### src/tcc_consts.vh
/*
 Register offsets, field positions and reset values of the 32-bit
 counter/timer core. Assumes a word-addressed byte offset bus of 8 bits.
*/
`ifndef TCC_CONSTS_VH
`define TCC_CONSTS_VH

// Register byte offsets
`define TCC_OFS_IRQ_FLAGS    8'h00
`define TCC_OFS_CTRL         8'h04
`define TCC_OFS_COUNT        8'h08
`define TCC_OFS_PRESCALE     8'h0C
`define TCC_OFS_SOURCE       8'h10
`define TCC_OFS_IRQ_MASK     8'h14
`define TCC_OFS_PRE_COUNT    8'h18

// Interrupt flag layout
`define TCC_NUM_FLAGS        5
`define TCC_FLAG_CAPTURE     4

// Counter control fields
`define TCC_CTRL_ENABLE      0
`define TCC_CTRL_RESET       1

// Count source field
`define TCC_SRC_EXTERNAL     0

// Reset values
`define TCC_RST_WORD         32'h00000000
`define TCC_RST_FLAGS        5'h00
`define TCC_RST_CTRL         2'h0

// Clock rate of the peripheral clock, in kHz
`define TCC_CLK_KHZ          10000

`endif

### src/tcc_edge_sync.v
/*
 Two-flop synchroniser with rising-edge detector for the external count
 input. Assumes the pin is asynchronous to clk_sys and its high and low
 phases each last at least two clk_sys periods.
*/
`timescale 1ns/100ps

module tcc_edge_sync (
    clk_sys,
    rstn,
    pin_in,
    rise_pulse
);
    input  wire clk_sys;
    input  wire rstn;
    input  wire pin_in;
    output reg  rise_pulse;

    reg meta_reg;
    reg sync_reg;
    reg last_reg;

    // First flop feeds only the second; edge taken from the settled stages
    always @(posedge clk_sys) begin
        if (!rstn) begin
            meta_reg   <= 1'b0;
            sync_reg   <= 1'b0;
            last_reg   <= 1'b0;
            rise_pulse <= 1'b0;
        end else begin
            meta_reg   <= pin_in;
            sync_reg   <= meta_reg;
            last_reg   <= sync_reg;
            rise_pulse <= sync_reg & ~last_reg;
        end
    end
endmodule // tcc_edge_sync

### src/tcc_prescaler.v
/*
 Prescale counter: gives one tick pulse every limit+1 accepted count
 events. Assumes count_en is a one-cycle qualifier on the same clock.
*/
`timescale 1ns/100ps

module tcc_prescaler #(
    parameter WIDTH = 32
) (
    clk_sys,
    rstn,
    clear,
    count_en,
    limit,
    pre_count,
    tick
);
    input  wire             clk_sys;
    input  wire             rstn;
    input  wire             clear;
    input  wire             count_en;
    input  wire [WIDTH-1:0] limit;
    output reg  [WIDTH-1:0] pre_count;
    output wire             tick;

    // Tick on the event that arrives while the count is at or above the limit
    assign tick = count_en & ~clear & (pre_count >= limit);

    // Wraps to zero on the tick; a lowered limit below the count wraps on the next count event
    always @(posedge clk_sys) begin
        if (!rstn || clear) begin
            pre_count <= {WIDTH{1'b0}};
        end else if (tick) begin
            pre_count <= {WIDTH{1'b0}};
        end else if (count_en) begin
            pre_count <= pre_count + {{(WIDTH-1){1'b0}}, 1'b1};
        end
    end
endmodule // tcc_prescaler

### src/tcc_timer_core.v
/*
 Core of a 32-bit counter/timer: interrupt pending flags with mask and
 interrupt line, counter control, count register and prescaler.
 Register map, byte offsets on an 8-bit address:
   0x00 pending flags, write one to acknowledge
   0x04 counter control, bit 0 enable, bit 1 hold at zero
   0x08 count value, read and write
   0x0C prescale limit
   0x10 count source, bit 0 selects the external pin
   0x14 interrupt mask, same layout as the flags
   0x18 prescale counter, read only
 Unmapped offsets read zero and ignore writes.
 After reset every register reads zero; counting starts only once
 software sets the enable bit.
 Assumes match and capture event pulses come from logic on clk_sys, and
 the external count pin is asynchronous. Read data is registered and
 stands for the one cycle after the read strobe only; the bus never waits.
 A software write to the count register while counting drops that
 cycle's increment, and count_tick stays low for it.
*/
// The plain strobed port was decided locally.
`timescale 1ns/100ps
`include "tcc_consts.vh"

module tcc_timer_core #(
    parameter CNT_WIDTH = 32,
    parameter NUM_MATCH = 4
) (
    clk_sys,
    rstn,
    reg_addr,
    reg_wdata,
    reg_wr,
    reg_rd,
    reg_rdata,
    match_event,
    capture_event,
    ext_count_pin,
    count_value,
    count_tick,
    irq_flags,
    irq
);
    input  wire                 clk_sys;
    input  wire                 rstn;
    input  wire [7:0]           reg_addr;
    input  wire [31:0]          reg_wdata;
    input  wire                 reg_wr;
    input  wire                 reg_rd;
    output reg  [31:0]          reg_rdata;
    input  wire [NUM_MATCH-1:0] match_event;
    input  wire                 capture_event;
    input  wire                 ext_count_pin;
    output reg  [CNT_WIDTH-1:0] count_value;
    output reg                  count_tick;
    output reg  [`TCC_NUM_FLAGS-1:0] irq_flags;
    output reg                  irq;

    // Register state
    reg  [`TCC_NUM_FLAGS-1:0] flags_reg;
    reg  [`TCC_NUM_FLAGS-1:0] flags_next;
    reg  [`TCC_NUM_FLAGS-1:0] mask_reg;
    reg  [`TCC_NUM_FLAGS-1:0] mask_next;
    reg  [1:0]                ctrl_reg;
    reg  [1:0]                ctrl_next;
    reg                       source_reg;
    reg                       source_next;
    reg  [CNT_WIDTH-1:0]      prescale_reg;
    reg  [CNT_WIDTH-1:0]      prescale_next;
    reg  [CNT_WIDTH-1:0]      count_reg;
    reg  [CNT_WIDTH-1:0]      count_next;
    reg  [31:0]               rdata_next;

    wire [CNT_WIDTH-1:0]      pre_count;
    wire                      pre_tick;
    wire                      ext_rise;
    wire                      count_en;
    wire                      ctr_enable;
    wire                      ctr_reset;
    wire [`TCC_NUM_FLAGS-1:0] flag_set;

    // Write strobes per register
    wire                      wr_flags;
    wire                      wr_ctrl;
    wire                      wr_count;
    wire                      wr_prescale;
    wire                      wr_source;
    wire                      wr_mask;

    // Next values of the flopped outputs
    reg                       tick_next;
    reg                       irq_next;

    // Address compare, shared by every write decode
    function wr_hit;
        input [7:0] addr;
        input [7:0] ofs;
        input       wr;
        begin
            wr_hit = wr & (addr == ofs);
        end
    endfunction

    // Widen a narrow field into a read word, upper bits zero
    function [31:0] zext5;
        input [`TCC_NUM_FLAGS-1:0] val;
        begin
            zext5 = {{(32-`TCC_NUM_FLAGS){1'b0}}, val};
        end
    endfunction

    assign ctr_enable = ctrl_reg[`TCC_CTRL_ENABLE];
    assign ctr_reset  = ctrl_reg[`TCC_CTRL_RESET];

    // One decode per register, shared by next-state and output logic
    assign wr_flags    = wr_hit(reg_addr, `TCC_OFS_IRQ_FLAGS, reg_wr);
    assign wr_ctrl     = wr_hit(reg_addr, `TCC_OFS_CTRL, reg_wr);
    assign wr_count    = wr_hit(reg_addr, `TCC_OFS_COUNT, reg_wr);
    assign wr_prescale = wr_hit(reg_addr, `TCC_OFS_PRESCALE, reg_wr);
    assign wr_source   = wr_hit(reg_addr, `TCC_OFS_SOURCE, reg_wr);
    assign wr_mask     = wr_hit(reg_addr, `TCC_OFS_IRQ_MASK, reg_wr);

    // Source code that selects the external pin
    localparam SRC_PIN = 1'h1;

    // Events: match channels in low bits, capture on top
    assign flag_set = {capture_event, match_event};

    // External pin edges or every peripheral clock cycle
    // Pin pulses shorter than two clk_sys periods may be missed
    assign count_en = ctr_enable &
                      ((source_reg == SRC_PIN) ? ext_rise : 1'b1);

    tcc_edge_sync u_ext_sync (
        .clk_sys    (clk_sys),
        .rstn       (rstn),
        .pin_in     (ext_count_pin),
        .rise_pulse (ext_rise)
    );

    // Prescaler held at zero while the counter reset bit is set
    tcc_prescaler #(
        .WIDTH (CNT_WIDTH)
    ) u_prescaler (
        .clk_sys   (clk_sys),
        .rstn      (rstn),
        .clear     (ctr_reset),
        .count_en  (count_en),
        .limit     (prescale_reg),
        .pre_count (pre_count),
        .tick      (pre_tick)
    );

    // Pending flags: new events win over a write-one acknowledge
    // Only the low five write bits matter; upper bits are dropped
    always @* begin
        flags_next = flags_reg;
        if (wr_flags) begin
            flags_next = flags_reg & ~reg_wdata[`TCC_NUM_FLAGS-1:0];
        end
        flags_next = flags_next | flag_set;
    end

    // Interrupt mask, same layout as the flags
    always @* begin
        mask_next = mask_reg;
        if (wr_mask) begin
            mask_next = reg_wdata[`TCC_NUM_FLAGS-1:0];
        end
    end

    // Counter control: enable and hold-at-zero bits
    always @* begin
        ctrl_next = ctrl_reg;
        if (wr_ctrl) begin
            ctrl_next = reg_wdata[1:0];
        end
    end

    // Count source select
    always @* begin
        source_next = source_reg;
        if (wr_source) begin
            source_next = reg_wdata[`TCC_SRC_EXTERNAL];
        end
    end

    // Prescale limit; a new limit applies from the next count event
    always @* begin
        prescale_next = prescale_reg;
        if (wr_prescale) begin
            prescale_next = reg_wdata[CNT_WIDTH-1:0];
        end
    end

    // Count: reset bit over software write over prescaled increment
    // A write while counting drops that step; the prescaler runs on
    always @* begin
        count_next = count_reg;
        if (ctr_reset) begin
            count_next = {CNT_WIDTH{1'b0}};
        end else if (wr_count) begin
            count_next = reg_wdata[CNT_WIDTH-1:0];
        end else if (pre_tick) begin
            count_next = count_reg + {{(CNT_WIDTH-1){1'b0}}, 1'b1};
        end
    end

    // Read mux; unmapped offsets read zero and writes there do nothing
    always @* begin
        rdata_next = 32'h00000000;
        if (reg_rd) begin
            case (reg_addr)
                `TCC_OFS_IRQ_FLAGS: rdata_next = zext5(flags_reg);
                `TCC_OFS_CTRL:      rdata_next = {30'h00000000, ctrl_reg};
                `TCC_OFS_COUNT:     rdata_next = count_reg;
                `TCC_OFS_PRESCALE:  rdata_next = prescale_reg;
                `TCC_OFS_SOURCE:    rdata_next = {31'h00000000, source_reg};
                `TCC_OFS_IRQ_MASK:  rdata_next = zext5(mask_reg);
                `TCC_OFS_PRE_COUNT: rdata_next = pre_count;
                default:            rdata_next = 32'h00000000;
            endcase
        end
    end

    // Tick only when the count really steps; a write or hold wins
    always @* begin
        tick_next = pre_tick & ~ctr_reset & ~wr_count;
        irq_next  = |(flags_next & mask_next);
    end

    // Flags and mask; reset clears every pending source
    always @(posedge clk_sys) begin
        if (!rstn) begin
            flags_reg <= `TCC_RST_FLAGS;
            mask_reg  <= `TCC_RST_FLAGS;
        end else begin
            flags_reg <= flags_next;
            mask_reg  <= mask_next;
        end
    end

    // Control and source; counting is off after reset
    always @(posedge clk_sys) begin
        if (!rstn) begin
            ctrl_reg   <= `TCC_RST_CTRL;
            source_reg <= 1'b0;
        end else begin
            ctrl_reg   <= ctrl_next;
            source_reg <= source_next;
        end
    end

    // Prescale limit
    always @(posedge clk_sys) begin
        if (!rstn) begin
            prescale_reg <= `TCC_RST_WORD;
        end else begin
            prescale_reg <= prescale_next;
        end
    end

    // Count register
    always @(posedge clk_sys) begin
        if (!rstn) begin
            count_reg <= `TCC_RST_WORD;
        end else begin
            count_reg <= count_next;
        end
    end

    // Read data, zero outside the slot after a read strobe
    always @(posedge clk_sys) begin
        if (!rstn) begin
            reg_rdata <= 32'h00000000;
        end else begin
            reg_rdata <= rdata_next;
        end
    end

    // Count mirror and tick, both from the next state so they line up
    always @(posedge clk_sys) begin
        if (!rstn) begin
            count_value <= `TCC_RST_WORD;
            count_tick  <= 1'b0;
        end else begin
            count_value <= count_next;
            count_tick  <= tick_next;
        end
    end

    // Flag mirror and level line; next values avoid a cycle of lag
    always @(posedge clk_sys) begin
        if (!rstn) begin
            irq_flags <= `TCC_RST_FLAGS;
            irq       <= 1'b0;
        end else begin
            irq_flags <= flags_next;
            irq       <= irq_next;
        end
    end
endmodule // tcc_timer_core

### config.mk
export PLATFORM = sky130hd
export DESIGN_NAME = tcc_timer_core
export DESIGN_NICKNAME = d
export VERILOG_FILES = /design/src/tcc_edge_sync.v /design/src/tcc_prescaler.v /design/src/tcc_timer_core.v
export VERILOG_INCLUDE_DIRS = /design/src
export SDC_FILE = /design/constraint.sdc
export NUM_CORES = 1
export LEC_CHECK = 0
export ABC_AREA = 1
export BUFFER_PORTS_ARGS = -buffer_cell sky130_fd_sc_hd__buf_2
export CAP_MARGIN = 10
export CORE_MARGIN = 10
export CORE_UTILIZATION = 55
export DETAILED_ROUTE_END_ITERATION = 8
export GPL_TIMING_DRIVEN = 0
export PLACE_DENSITY = 0.87
export SYNTH_ARGS = -nofsm -noshare
export SYNTH_HDL_FRONTEND = slang
export SYNTH_HIERARCHICAL = 1
export SYNTH_SLANG_ARGS = --single-unit
export TNS_END_PERCENT = 30
### constraint.sdc
create_clock -name clk_sys -period 2.7 [get_ports clk_sys]
set_input_delay 0.54 -clock clk_sys [delete_from_list [all_inputs] [get_ports clk_sys]]
set_output_delay 0.54 -clock clk_sys [all_outputs]
set_load 0.01 [all_outputs]
* Word level (Yosys, flattened, before mapping)
Cells that the tools add are included.
Storage, ports and cells: bits in registers 147, input bits 50, output and inout bits 71
Cells by class: bitwise logic cells 20, magnitude comparators 1, reductions and logical operators 8, muxes and demuxes 6, equal/unequal tests 6, $add $sub $neg 2
Operators with widths (number):
- case mux 32 bit (7 select lines) | 1
- adder 32 x 1 -> 32 bit, second input constant | 2
- 2-to-1 mux 32 bit | 2
- >= comparator 32 bit | 1
- equality test 8 x 5 -> 1 bit, second input constant | 3
- equality test 8 x 4 -> 1 bit, second input constant | 2
- bitwise AND 1 bit | 12
- bitwise AND 5 bit | 2
- 2-to-1 mux 5 bit | 2
- equality test 8 x 3 -> 1 bit, second input constant | 1
- logical NOT 8 bit | 1
- NOT 5 bit | 1
- OR 5 bit | 1
- OR reduction 5 bit | 1
- NOT 1 bit | 4
- OR reduction 2 bit | 2
- AND reduction 2 bit | 1
- nonzero test 2 bit | 1
- logical NOT 1 bit | 1
- logical OR 1 bit | 1
- 2-to-1 mux 1 bit | 1

* Logic depth before layout (Yosys ltp)
Gate-level depths: netlist (run 1).
word-level depth 6, depth in mapped cells 23, gate-level depth less buffers 22

* Hierarchy
Netlist (run 1), hierarchy kept.
Modules (own cells, without submodules):
- tcc_timer_core | cells each 805, times used 1, area an instance 5336.4 sq um, seq. area each 2222.1 sq um
- tcc_prescaler | cells each 363, times used 1, area an instance 2489.9 sq um, seq. area each 640.6 sq um
- tcc_edge_sync | cells each 11, times used 1, area an instance 108.9 sq um, seq. area each 80.1 sq um

* Worst setup path after synthesis (run 1)
OpenSTA, ideal clock, no wires.
path kind register to register, from register u_prescaler.pre_count[0], to register count_value[29], clock period less this slack 2073 ps, library setup time 74 ps, required time 2626 ps, arrival 1999 ps, stages on the path, launching flop included 20, setup slack 627 ps, buffers on the path 1, cell sequence dfxtp_1 > inv_1 > ha_1 > nand2_1 > nor2_1 > nand2_1 > nand2_1 > nor2_1 > nand2_1 > nand2_1 > nand2_1 > nand2_1 > nand2_1 > nand2_1 > inv_1 > nand2_2 > nor2_1 > buf_2 > nand2_1 > o21ai_0
On the way: longest elaborated chain between the ends 3
RTL lines:
- start: declaration | line tcc_prescaler.v:23 | output reg [WIDTH-1:0] pre_count;
- start signal: assignment | line tcc_prescaler.v:32 | pre_count <= {WIDTH{1'b0}};
- start signal: assignment | line tcc_prescaler.v:34 | pre_count <= {WIDTH{1'b0}};
- start signal: assignment | line tcc_prescaler.v:36 | pre_count <= pre_count + {{(WIDTH-1){1'b0}}, 1'b1};
- >= comparator 32 bit | line tcc_prescaler.v:27 | assign tick = count_en & ~clear & (pre_count >= limit);
- bitwise AND 1 bit | line tcc_prescaler.v:27
- named net pre_tick | line tcc_timer_core.v:75 | wire pre_tick;
- nonzero test 2 bit (no source line)
- end signal: assignment | line tcc_timer_core.v:284 | count_value <= `TCC_RST_WORD;
- end signal: assignment | line tcc_timer_core.v:287 | count_value <= count_next;
- end: declaration | line tcc_timer_core.v:54 | output reg [CNT_WIDTH-1:0] count_value;
The timed path passes the listed nets, and every way through them passes these cells. A chain may end at the register's enable or synchronous reset.

* Final worst setup path (run 1)
from register prescale_reg[3], to register count_value[27]
On the way: longest elaborated chain between the ends 3
RTL lines:
- start: declaration | line tcc_timer_core.v:68 | reg [CNT_WIDTH-1:0] prescale_reg;
- start signal: assignment | line tcc_timer_core.v:257 | prescale_reg <= `TCC_RST_WORD;
- start signal: assignment | line tcc_timer_core.v:259 | prescale_reg <= prescale_next;
- >= comparator 32 bit | line tcc_prescaler.v:27
- bitwise AND 1 bit | line tcc_prescaler.v:27
- named net pre_tick | line tcc_timer_core.v:75
- nonzero test 2 bit (no source line)
The timed path passes the listed nets, and every way through them passes these cells.

==> flow_summary.toml, run 1 <==
[route]
drt_wl_total_mm = 25.7
drtIter0Drc = 824
vias = 8590
drc = 0
viasPerCell = 5.67
drtAntennaViolNets = 0
wire_per_inst_um = 17.0
drt-pass1-iter-count = 6

[power_and_ir_drop]
power_frac_seq = 0.451
switchingPower_mw = 1.09
swShare = 0.224
power.internal_mw = 3.76
p_comb_frac = 0.034
p_leak_nw = 4.17
peakVddDrop_mv = 0.458
powerDensity_mw_per_mm2 = 514
pwr-share-clk = 0.515

[layout]
drive_gt1_frac = 0.163
postLayoutCoreUtil = 0.674
fin_nets = 1403
syn2layout_area_growth_pct = 18.9

[placed_design]
portBuffers = 119
gp_congestion = 0.955
dp_hpwl_mm = 19.1

[floorplanning]
die_h_um = 140
core_sq_mm = 0.0140
start_util = 0.567
fp.dieW_um = 140
ios = 121
rows = 43
die_area_sq_mm = 0.0196

[sta]
finalCritPeriodShare = 0.945
setup_viol = 0
min_period_ns = 2.55
tns_ns = 0
relSlewSlack = 0.591
hold_violations = 0
report.final.slew_viol_count = 0
clock_skew_ns = 0.00944
max_freq_ghz = 0.392
worstMarginPinSlew_ns = 0.614

[synth]
synthTopCellsByCount = "nand2_1, nor2_1, inv_1"
synth-edff-count = 0
async_reset_ff_frac = 0
synth_flop_cell = "dfxtp_1"
synth_area_leaders = "dfxtp_1, nand2_1, nor2_1, inv_1, ha_1"
syn-num-nets = 1263
synth-seq-area-share = 0.371
yosysMostFrequentCell = "nand2_1"
yosysTopAreaCellShare = 0.371
syn_area_sq_mm = 0.00794
yosys.area.top_type = "dfxtp_1"
ys_ff_latch = 147
ys_warn_count = 6
syn_avg_cell_area_sq_um = 6.73
syn_inst = 1179
yosysUniqueCellTypes = 35

[setup_path]
crit_path_frequent_cell = "nand2_1"
cp-start-kind = "register"
cp.required_ns = 3.05
worst-setup-path-type = "reg -> reg"
crit_chain = "inv_1 -> ha_1 -> nand2_1 -> nor2_1 -> nand2_1 -> nand2_1 -> nor2_1 -> nand2_1 -> nand2_1 -> nand2_1 -> nand2_1 -> nand2_1 -> nand2_1 -> inv_2 -> nand2_2 -> nor2_4 -> buf_4 -> nand2_1 -> o21ai_0"
max_stage_delay_ns = 0.37
end_kind = "register"
worstPathMaxFanout = 10
critPathTopFamily = "simple AND/OR/NAND/NOR gates"
crit_buf_inv = 3
cpMaxStageDelayCell = "dfxtp_1"
critPathArrivalTime_ns = 2.90

[hold_path]
holdCritPathClass = "in -> reg"

[clocking]
clock-root-buffer = "clkbuf_16"
cts_made_buffers = 17
clk_latency_ns = 0.44
h-tree-depth = 4
clock_path_buffers = 2
cts_sinks = 147
cts_tree = "yes"
cts_hold_buf = 0
clk_pin_slew_ns = 0.06

[global_route]
first_global_vias = 8111
grt_pass1_wl_mm = 39.8
grtUsageTotal = 0.248
grt-ovfl-total = 0
antenna_found_initial = 3
grt_max_degree = 17

[status]
status = "finished, final reports clean"

[run]
drv_cap = 0
layer usage:
metal  up-vias  share of wire  GRT usage  wire, um
met5         -        0.00074          0        19
met4         2          0.042      0.126      1090
met3        96           0.10     0.0693      2680
met2       543           0.45      0.406     11600
met1      3920           0.40      0.291     10300
li1       4029              -          -         -
power by group through the flow:
stage                     Sequential (mW)  Clock (mW)  Combinational (mW)
after floorplan                      2.23           0              0.0688
after global placement               2.23           0               0.153
after detailed placement             2.23           0               0.155
after CTS                            2.19        2.49               0.158
after global routing                 2.18        2.59               0.176
final                                2.18        2.50               0.164
per-stage QoR:
stage / std cells / total power, mW / cell area, sq um / setup WS (ns) / hold WS, ns
floorplan: 1179 / 2.30 / 7940 / 0.627 / 0.384
global placement: 1478 / 2.39 / 8760 / -0.0618 / 0.387
detailed placement: 1478 / 2.39 / 8760 / -0.0653 / 0.392
CTS: 1510 / 4.84 / 9380 / 0.0362 / 0.284
global route: 1513 / 4.95 / 9430 / -0.0328 / 0.297
finish: 1514 / 4.85 / 9430 / 0.148 / 0.281
path summary, 6_finish.rpt:
check | depth (start not counted) | startpoint | slack (ns) | end
hold reg to reg | 1 | u_ext_sync/last_reg | 0.40 | u_ext_sync/rise_pulse
setup / recovery | 19 | prescale_reg[3] | 0.15 | count_value[27]
setup reg to reg | 19 | prescale_reg[3] | 0.15 | count_value[27]
hold / removal | 3 | ext_count_pin | 0.28 | u_ext_sync/meta_reg
placed cells by master (no fill, tap or decap), drive strengths merged, types with 2 or more instances in the layout:
| master | n |
|---|---|
| ha | 34 |
| nor2 | 173 |
| bufinv | 3 |
| o21bai | 2 |
| o211ai | 15 |
| clkbuf | 35 |
| nand3b | 2 |
| dfxtp | 147 |
| xor2 | 31 |
| diode | 2 |
| nand2 | 312 |
| nor3 | 26 |
| or2 | 3 |
| a31oi | 22 |
| inv | 164 |
| buf | 142 |
| nand3 | 44 |
| a21oi | 46 |
| xnor2 | 14 |
| clkinvlp | 5 |
| o22ai | 5 |
| nand4 | 18 |
| o21ai | 84 |
area by class of cell:
cell class                 instances  area, sq um
clock buffer                      21          470
timing repair buffer             121          611
inverter                         162          611
multi-input combinational        835         4230
tap                              180          225
clock inverter                    11          150
antenna                            2         5.00
fill                            1189         4560
sequential                       147         2960
buffer                            35          178
cells by family (layout without fill, tap and decap cells):
kind of cell	after synthesis	in the layout	synth area share
simple gates	579	579	0.305
buf+inv	197	350	0.0979
compound gates	176	176	0.121
flops	147	147	0.371
xor+xnor	45	45	0.0497
fa+ha+maj	34	34	0.0536
mux	1	1	0.00126
other cells	0	2	0
what timing repair did:
action | in CTS | in global routing
buffers inserted | 0 | 2
endpoints found under the setup margin | 6 | 28
gates resized for setup | 2 | 17
gates cloned | 0 | 0
worst min-delay path: stages:
cell     delay (ns)
buf_2          0.07
nand2_1        0.04
inv_1          0.04
No activity file was read; power rests on OpenSTA's default activity.
==> run 2: changes to the inputs <==
--- a/config.mk
+++ b/config.mk
@@ -10,10 +10,10 @@
 export BUFFER_PORTS_ARGS = -buffer_cell sky130_fd_sc_hd__buf_2
 export CAP_MARGIN = 10
 export CORE_MARGIN = 10
-export CORE_UTILIZATION = 55
+export CORE_UTILIZATION = 35
 export DETAILED_ROUTE_END_ITERATION = 8
 export GPL_TIMING_DRIVEN = 0
-export PLACE_DENSITY = 0.87
+export PLACE_DENSITY = 0.63
 export SYNTH_ARGS = -nofsm -noshare
 export SYNTH_HDL_FRONTEND = slang
 export SYNTH_HIERARCHICAL = 1
==> run 2 against run 1 <==
Net effect:
- via count is 5.9% lower
- count of clock-buffer cells in the layout grew 4
- final cell count is 6.9% higher
- clock power decreased by 3%
- cell area grew 1.2%
- sequential share of layout area fell by 0.43 points
- global-route usage decreased by 6.9 points
- core utilization down 25 points
- register-to-register slack better by 0.08 ns
- highest routed layer unchanged
==> flow_summary.toml, run 2 (synthesized netlist as in run 1, its figures left out) <==
[status]
status = "finished, final reports clean"

[layout]
final_cell_mix = "nand2_1, nor2_1, inv_1"
nFillCells = 2343
stdcell_count = 1619
drive_gt1_frac = 0.159
syn2layout_area_growth_pct = 20.3
fin_nets = 1403
mostFrequentLayoutCell = "nand2_1"

[setup_path]
r2r_setup_slack_ns = 0.23
cp.required_ns = 3.00
worstPathMaxFanout = 10
critPathArrivalTime_ns = 2.77
worst-setup-path-type = "reg -> reg"
end_kind = "register"
worstSetupStartpoint = "prescale_reg[7]"
cp-start-kind = "register"
rr_startpoint = "prescale_reg[7]"

[hold_path]
hp-start = "ext_count_pin"
holdCritPathClass = "in -> reg"

[global_route]
grtUsageTotal = 0.180
antenna_found_initial = 3
grt_max_degree = 17
grt_pass1_wl_mm = 40.9
first_global_vias = 7672
grt-ovfl-total = 0

[sta]
report.final.slew_viol_count = 0
setup_viol = 0
layout_setup_ws_ns = 0.225
min_period_ns = 2.47
finalCritPeriodShare = 0.917
max_freq_ghz = 0.404
clock_skew_ns = 0.0128
relSlewSlack = 0.611
rsz0062_at_grt = "no"
tns_ns = 0
worstMarginPinSlew_ns = 0.584
hold_violations = 0

[clocking]
cts_hold_buf = 0
h-tree-depth = 4
cts_tree = "yes"
cts_made_buffers = 17
cts_sinks = 147
clk_pin_slew_ns = 0.06
clock_path_buffers = 2
clock-root-buffer = "clkbuf_16"
clk_latency_ns = 0.43

[floorplanning]
rows = 55
start_util = 0.353
ios = 121
core_sq_mm = 0.0225
die_area_sq_mm = 0.0291
die_h_um = 171
fp.dieW_um = 171

[placed_design]
place_inst = 1583
portBuffers = 119
place_ws_ns = -0.158
dp_hpwl_mm = 21.0
gp_congestion = 0.913

[power_and_ir_drop]
p_leak_nw = 4.17
peakVddDrop_mv = 0.322
powerDensity_mw_per_mm2 = 500

[route]
drt_wl_total_mm = 26.4
vias = 8083
drt-pass1-iter-count = 6
drc = 0
drtAntennaViolNets = 0
viasPerCell = 4.99
drtIter0Drc = 737
wire_per_inst_um = 16.3

[run]
drv_cap = 0
[run 2: cell types whose count changed in the layout (fill, tap and decap cells not counted), sizes merged]
cell / before / now
clkbuf: 35 / 40
clkinv: 1 / 3
buf: 142 / 141
inv: 164 / 163
clkinvlp: 5 / 1
bufinv: 3 / 2
[run 2: per-layer routing]
layer,wire length [um],vias up,part of all wire,GRT usage
met3,2090,34,0.079,0.0514
met5,13,-,0.00049,0
met1,12200,3749,0.46,0.236
met2,11700,272,0.44,0.279
li1,-,4026,-,-
met4,460,2,0.017,0.0542
[run 2: path summary, 6_finish.rpt]
path / to / cells past startpoint
worst min-delay path: u_ext_sync/meta_reg / 3
worst min register to register: u_ext_sync/rise_pulse / 1
worst max register to register: count_value[17] / 20
worst max-delay path: count_value[17] / 20
[run 2: through the flow]
stage | hold slack (ns) | instance area, sq um | util | total power, mW
6_report | 0.295 | 9540 | 0.424 | 4.77
4_1_cts | 0.281 | 9490 | 0.422 | 4.81
2_1_floorplan | 0.384 | 7940 | - | 2.30
3_3_place_gp | 0.388 | 8890 | 0.395 | 2.39
3_5_place_dp | 0.390 | 8890 | 0.395 | 2.39
5_1_grt | 0.322 | 9540 | 0.424 | 4.91
[run 2: area by class of cell]
class,instances,area (sq um),area share
Multi-Input combinational cell,835,4230,0.444
Tap cell,285,357,0.0374
Antenna cell,2,5.00,0.000524
Buffer,35,178,0.0186
Clock buffer,25,505,0.0530
Clock inverter,7,95.1,0.00996
Inverter,162,611,0.0640
Sequential cell,147,2950,0.309
Timing Repair Buffer,121,611,0.0640
[run 2: repair_timing]
item / in CTS / in global routing
buffers inserted: 0 / 2
gates resized for setup: 2 / 13
pin swaps: 0 / 1
endpoints found under the setup margin: 8 / 28
[run 2: critical path: stages, from the launching register on]
cell     delay [ns]
dfxtp_1        0.37
inv_1          0.06
ha_1           0.29
nand2_1        0.08
nor2_1         0.14
nand2_1        0.07
nand2_1        0.05
nor2_1         0.04
nand2_1        0.06
nand2_1        0.06
nand2_1        0.07
nand2_1        0.05
nand2_1        0.07
nand2_2        0.08
inv_2          0.13
inv_1          0.10
nand2_1        0.12
buf_6          0.18
o21ai_0        0.09
a21oi_1        0.19
nor2_1         0.06
[run 2: power by group]
group	internal, mW	total (mW)	switching [mW]
clock	1.49	2.42	0.934
sequential	2.18	2.19	0.00730
combinational	0.0529	0.162	0.109
==> run 3: changes to the inputs <==
--- a/config.mk
+++ b/config.mk
@@ -11,6 +11,7 @@
 export CAP_MARGIN = 10
 export CORE_MARGIN = 10
 export CORE_UTILIZATION = 35
+export CTS_BUF_LIST = sky130_fd_sc_hd__clkbuf_4
 export DETAILED_ROUTE_END_ITERATION = 8
 export GPL_TIMING_DRIVEN = 0
 export PLACE_DENSITY = 0.63
==> run 3 against run 2 <==
Net effect:
- global-route usage decreased by 0.22 points
- total power decreased by 22%
- fmax decreased by 2.3%
- critical path depth unchanged
- combinational power about the same
- sequential share of layout area increased by 1.1 points
- flip-flop and latch count unchanged
- hold slack got worse by 0.12 ns
- clock skew increased by 0.019 ns
- clock power decreased by 43%
- via count decreased by 0.78%
==> flow_summary.toml, run 3 (synthesized netlist as in run 1, its figures left out) <==
[layout]
final_cell_mix = "nand2_1, nor2_1, inv_1"
syn2layout_area_growth_pct = 16.1
mostFrequentLayoutCell = "nand2_1"
design_area_sq_mm = 0.00921
fin_nets = 1403
drive_gt1_frac = 0.158
postLayoutCoreUtil = 0.409

[setup_path]
max_stage_delay_ns = 0.39
crit_path_frequent_cell = "nand2_1"
cp-start-kind = "register"
end_kind = "register"
cpMaxStageDelayCell = "dfxtp_1"
crit_chain = "inv_1 -> ha_1 -> nand2_1 -> nor2_1 -> nand2_1 -> nand2_1 -> nor2_1 -> nand2_1 -> nand2_1 -> nand2_1 -> nand2_1 -> nand2_1 -> nand2_1 -> inv_2 -> inv_1 -> nand2_1 -> buf_6 -> o21ai_0 -> a21oi_1 -> nor2_1"
cp.required_ns = 3.15
worstPathMaxFanout = 10
critPathArrivalTime_ns = 2.98
worst-setup-path-type = "reg -> reg"

[floorplanning]
fp.dieW_um = 171
start_util = 0.353
rows = 55
die_h_um = 171
core_sq_mm = 0.0225
die_area_sq_mm = 0.0291
ios = 121

[global_route]
met3_usage = 0.0507
grt.busiest_layer = "met2"
antenna_found_initial = 4
first_global_vias = 7579
grt_max_degree = 17
grtUsageTotal = 0.178
grt_pass1_wl_mm = 40.5
grt-ovfl-total = 0
use_met1 = 0.237
met2_usage = 0.277

[sta]
setup_viol = 0
report.final.slew_viol_count = 0
tns_ns = 0
timing.hold.ws_ns = 0.176
worstMarginPinSlew_ns = 0.584
hold_violations = 0
clock_skew_ns = 0.0323
finalCritPeriodShare = 0.938
max_freq_ghz = 0.395
relSlewSlack = 0.610
min_period_ns = 2.53

[power_and_ir_drop]
powerDensity_mw_per_mm2 = 404
p_leak_nw = 4.02
peakVddDrop_mv = 0.259

[clocking]
clock-root-buffer = "clkbuf_4"
cts_sinks = 147
cts_tree = "yes"
cts_hold_buf = 0
clk_pin_slew_ns = 0.13
clk_latency_ns = 0.56
cts_made_buffers = 17
clock_path_buffers = 2
h-tree-depth = 4

[placed_design]
dp_hpwl_mm = 21.0
portBuffers = 119
gp_congestion = 0.913
placed_area_sq_mm = 0.00889

[run]
drv_cap = 0

[route]
drc = 0
wire_per_inst_um = 16.1
drt-pass1-iter-count = 7
vias = 8020
viasPerCell = 4.95
drtIter0Drc = 714
drtAntennaViolNets = 0
drt_wl_total_mm = 26.1

[hold_path]
holdCritPathClass = "in -> reg"

[status]
status = "finished, final reports clean"
## run 3: cell types whose count changed in the layout (fill, tap and decap cells not counted), sizes merged
cell    before  now
clkbuf      40   35
clkinv       3    8
diode        2    4
## run 3: final timing paths
path	from	endpoint	slack, ns	cells past startpoint
setup / recovery	prescale_reg[7]	count_value[17]	0.17	20
hold / removal	ext_count_pin	u_ext_sync/meta_reg	0.18	3
setup reg to reg	prescale_reg[7]	count_value[17]	0.17	20
hold reg to reg	u_ext_sync/last_reg	u_ext_sync/rise_pulse	0.42	1
## run 3: power breakdown
| group | total [mW] | leakage (nW) | switching [mW] | internal [mW] |
|---|---|---|---|---|
| Sequential | 2.19 | 1.19 | 0.00749 | 2.18 |
| Combinational | 0.161 | 2.69 | 0.109 | 0.0529 |
| Clock | 1.37 | 0.145 | 0.806 | 0.566 |
## run 3: critical path: cells and delay by family (launching register included)
family / cells / cell delay (ns)
simple gates: 13 / 0.96
buf+inv: 4 / 0.50
flops: 1 / 0.39
compound gates: 2 / 0.30
fa+ha+maj: 1 / 0.29
## run 3: metrics by stage
stage	worst slack (ns)	instances	total power, mW
after floorplan	0.627	1179	2.30
after global placement	-0.127	1583	2.39
after detailed placement	-0.158	1583	2.39
after CTS	0.00571	1615	3.75
after global routing	-0.00496	1619	3.86
final	0.168	1621	3.72
## run 3: timing repair
action / CTS / global route
endpoints found under the hold margin: 0 / 0
buffers inserted: 0 / 2
gates resized for setup: 2 / 14
setup endpoints to repair: 9 / 28
pin swaps: 0 / 1
## run 3: final cells by class
class	count	area, sq um
Sequential cell	147	2950
Antenna cell	4	10.0
Clock buffer	20	150
Tap cell	285	357
Buffer	35	178
Fill cell	2395	13300
Timing Repair Buffer	121	611
Inverter	162	611
Clock inverter	12	114
Multi-Input combinational cell	835	4230
## run 3: per-layer routing
metal / vias up / part of all wire
met4: 2 / 0.016
met3: 30 / 0.081
met1: 3675 / 0.46
met2: 277 / 0.44
met5: - / 0.00077
li1: 4036 / -
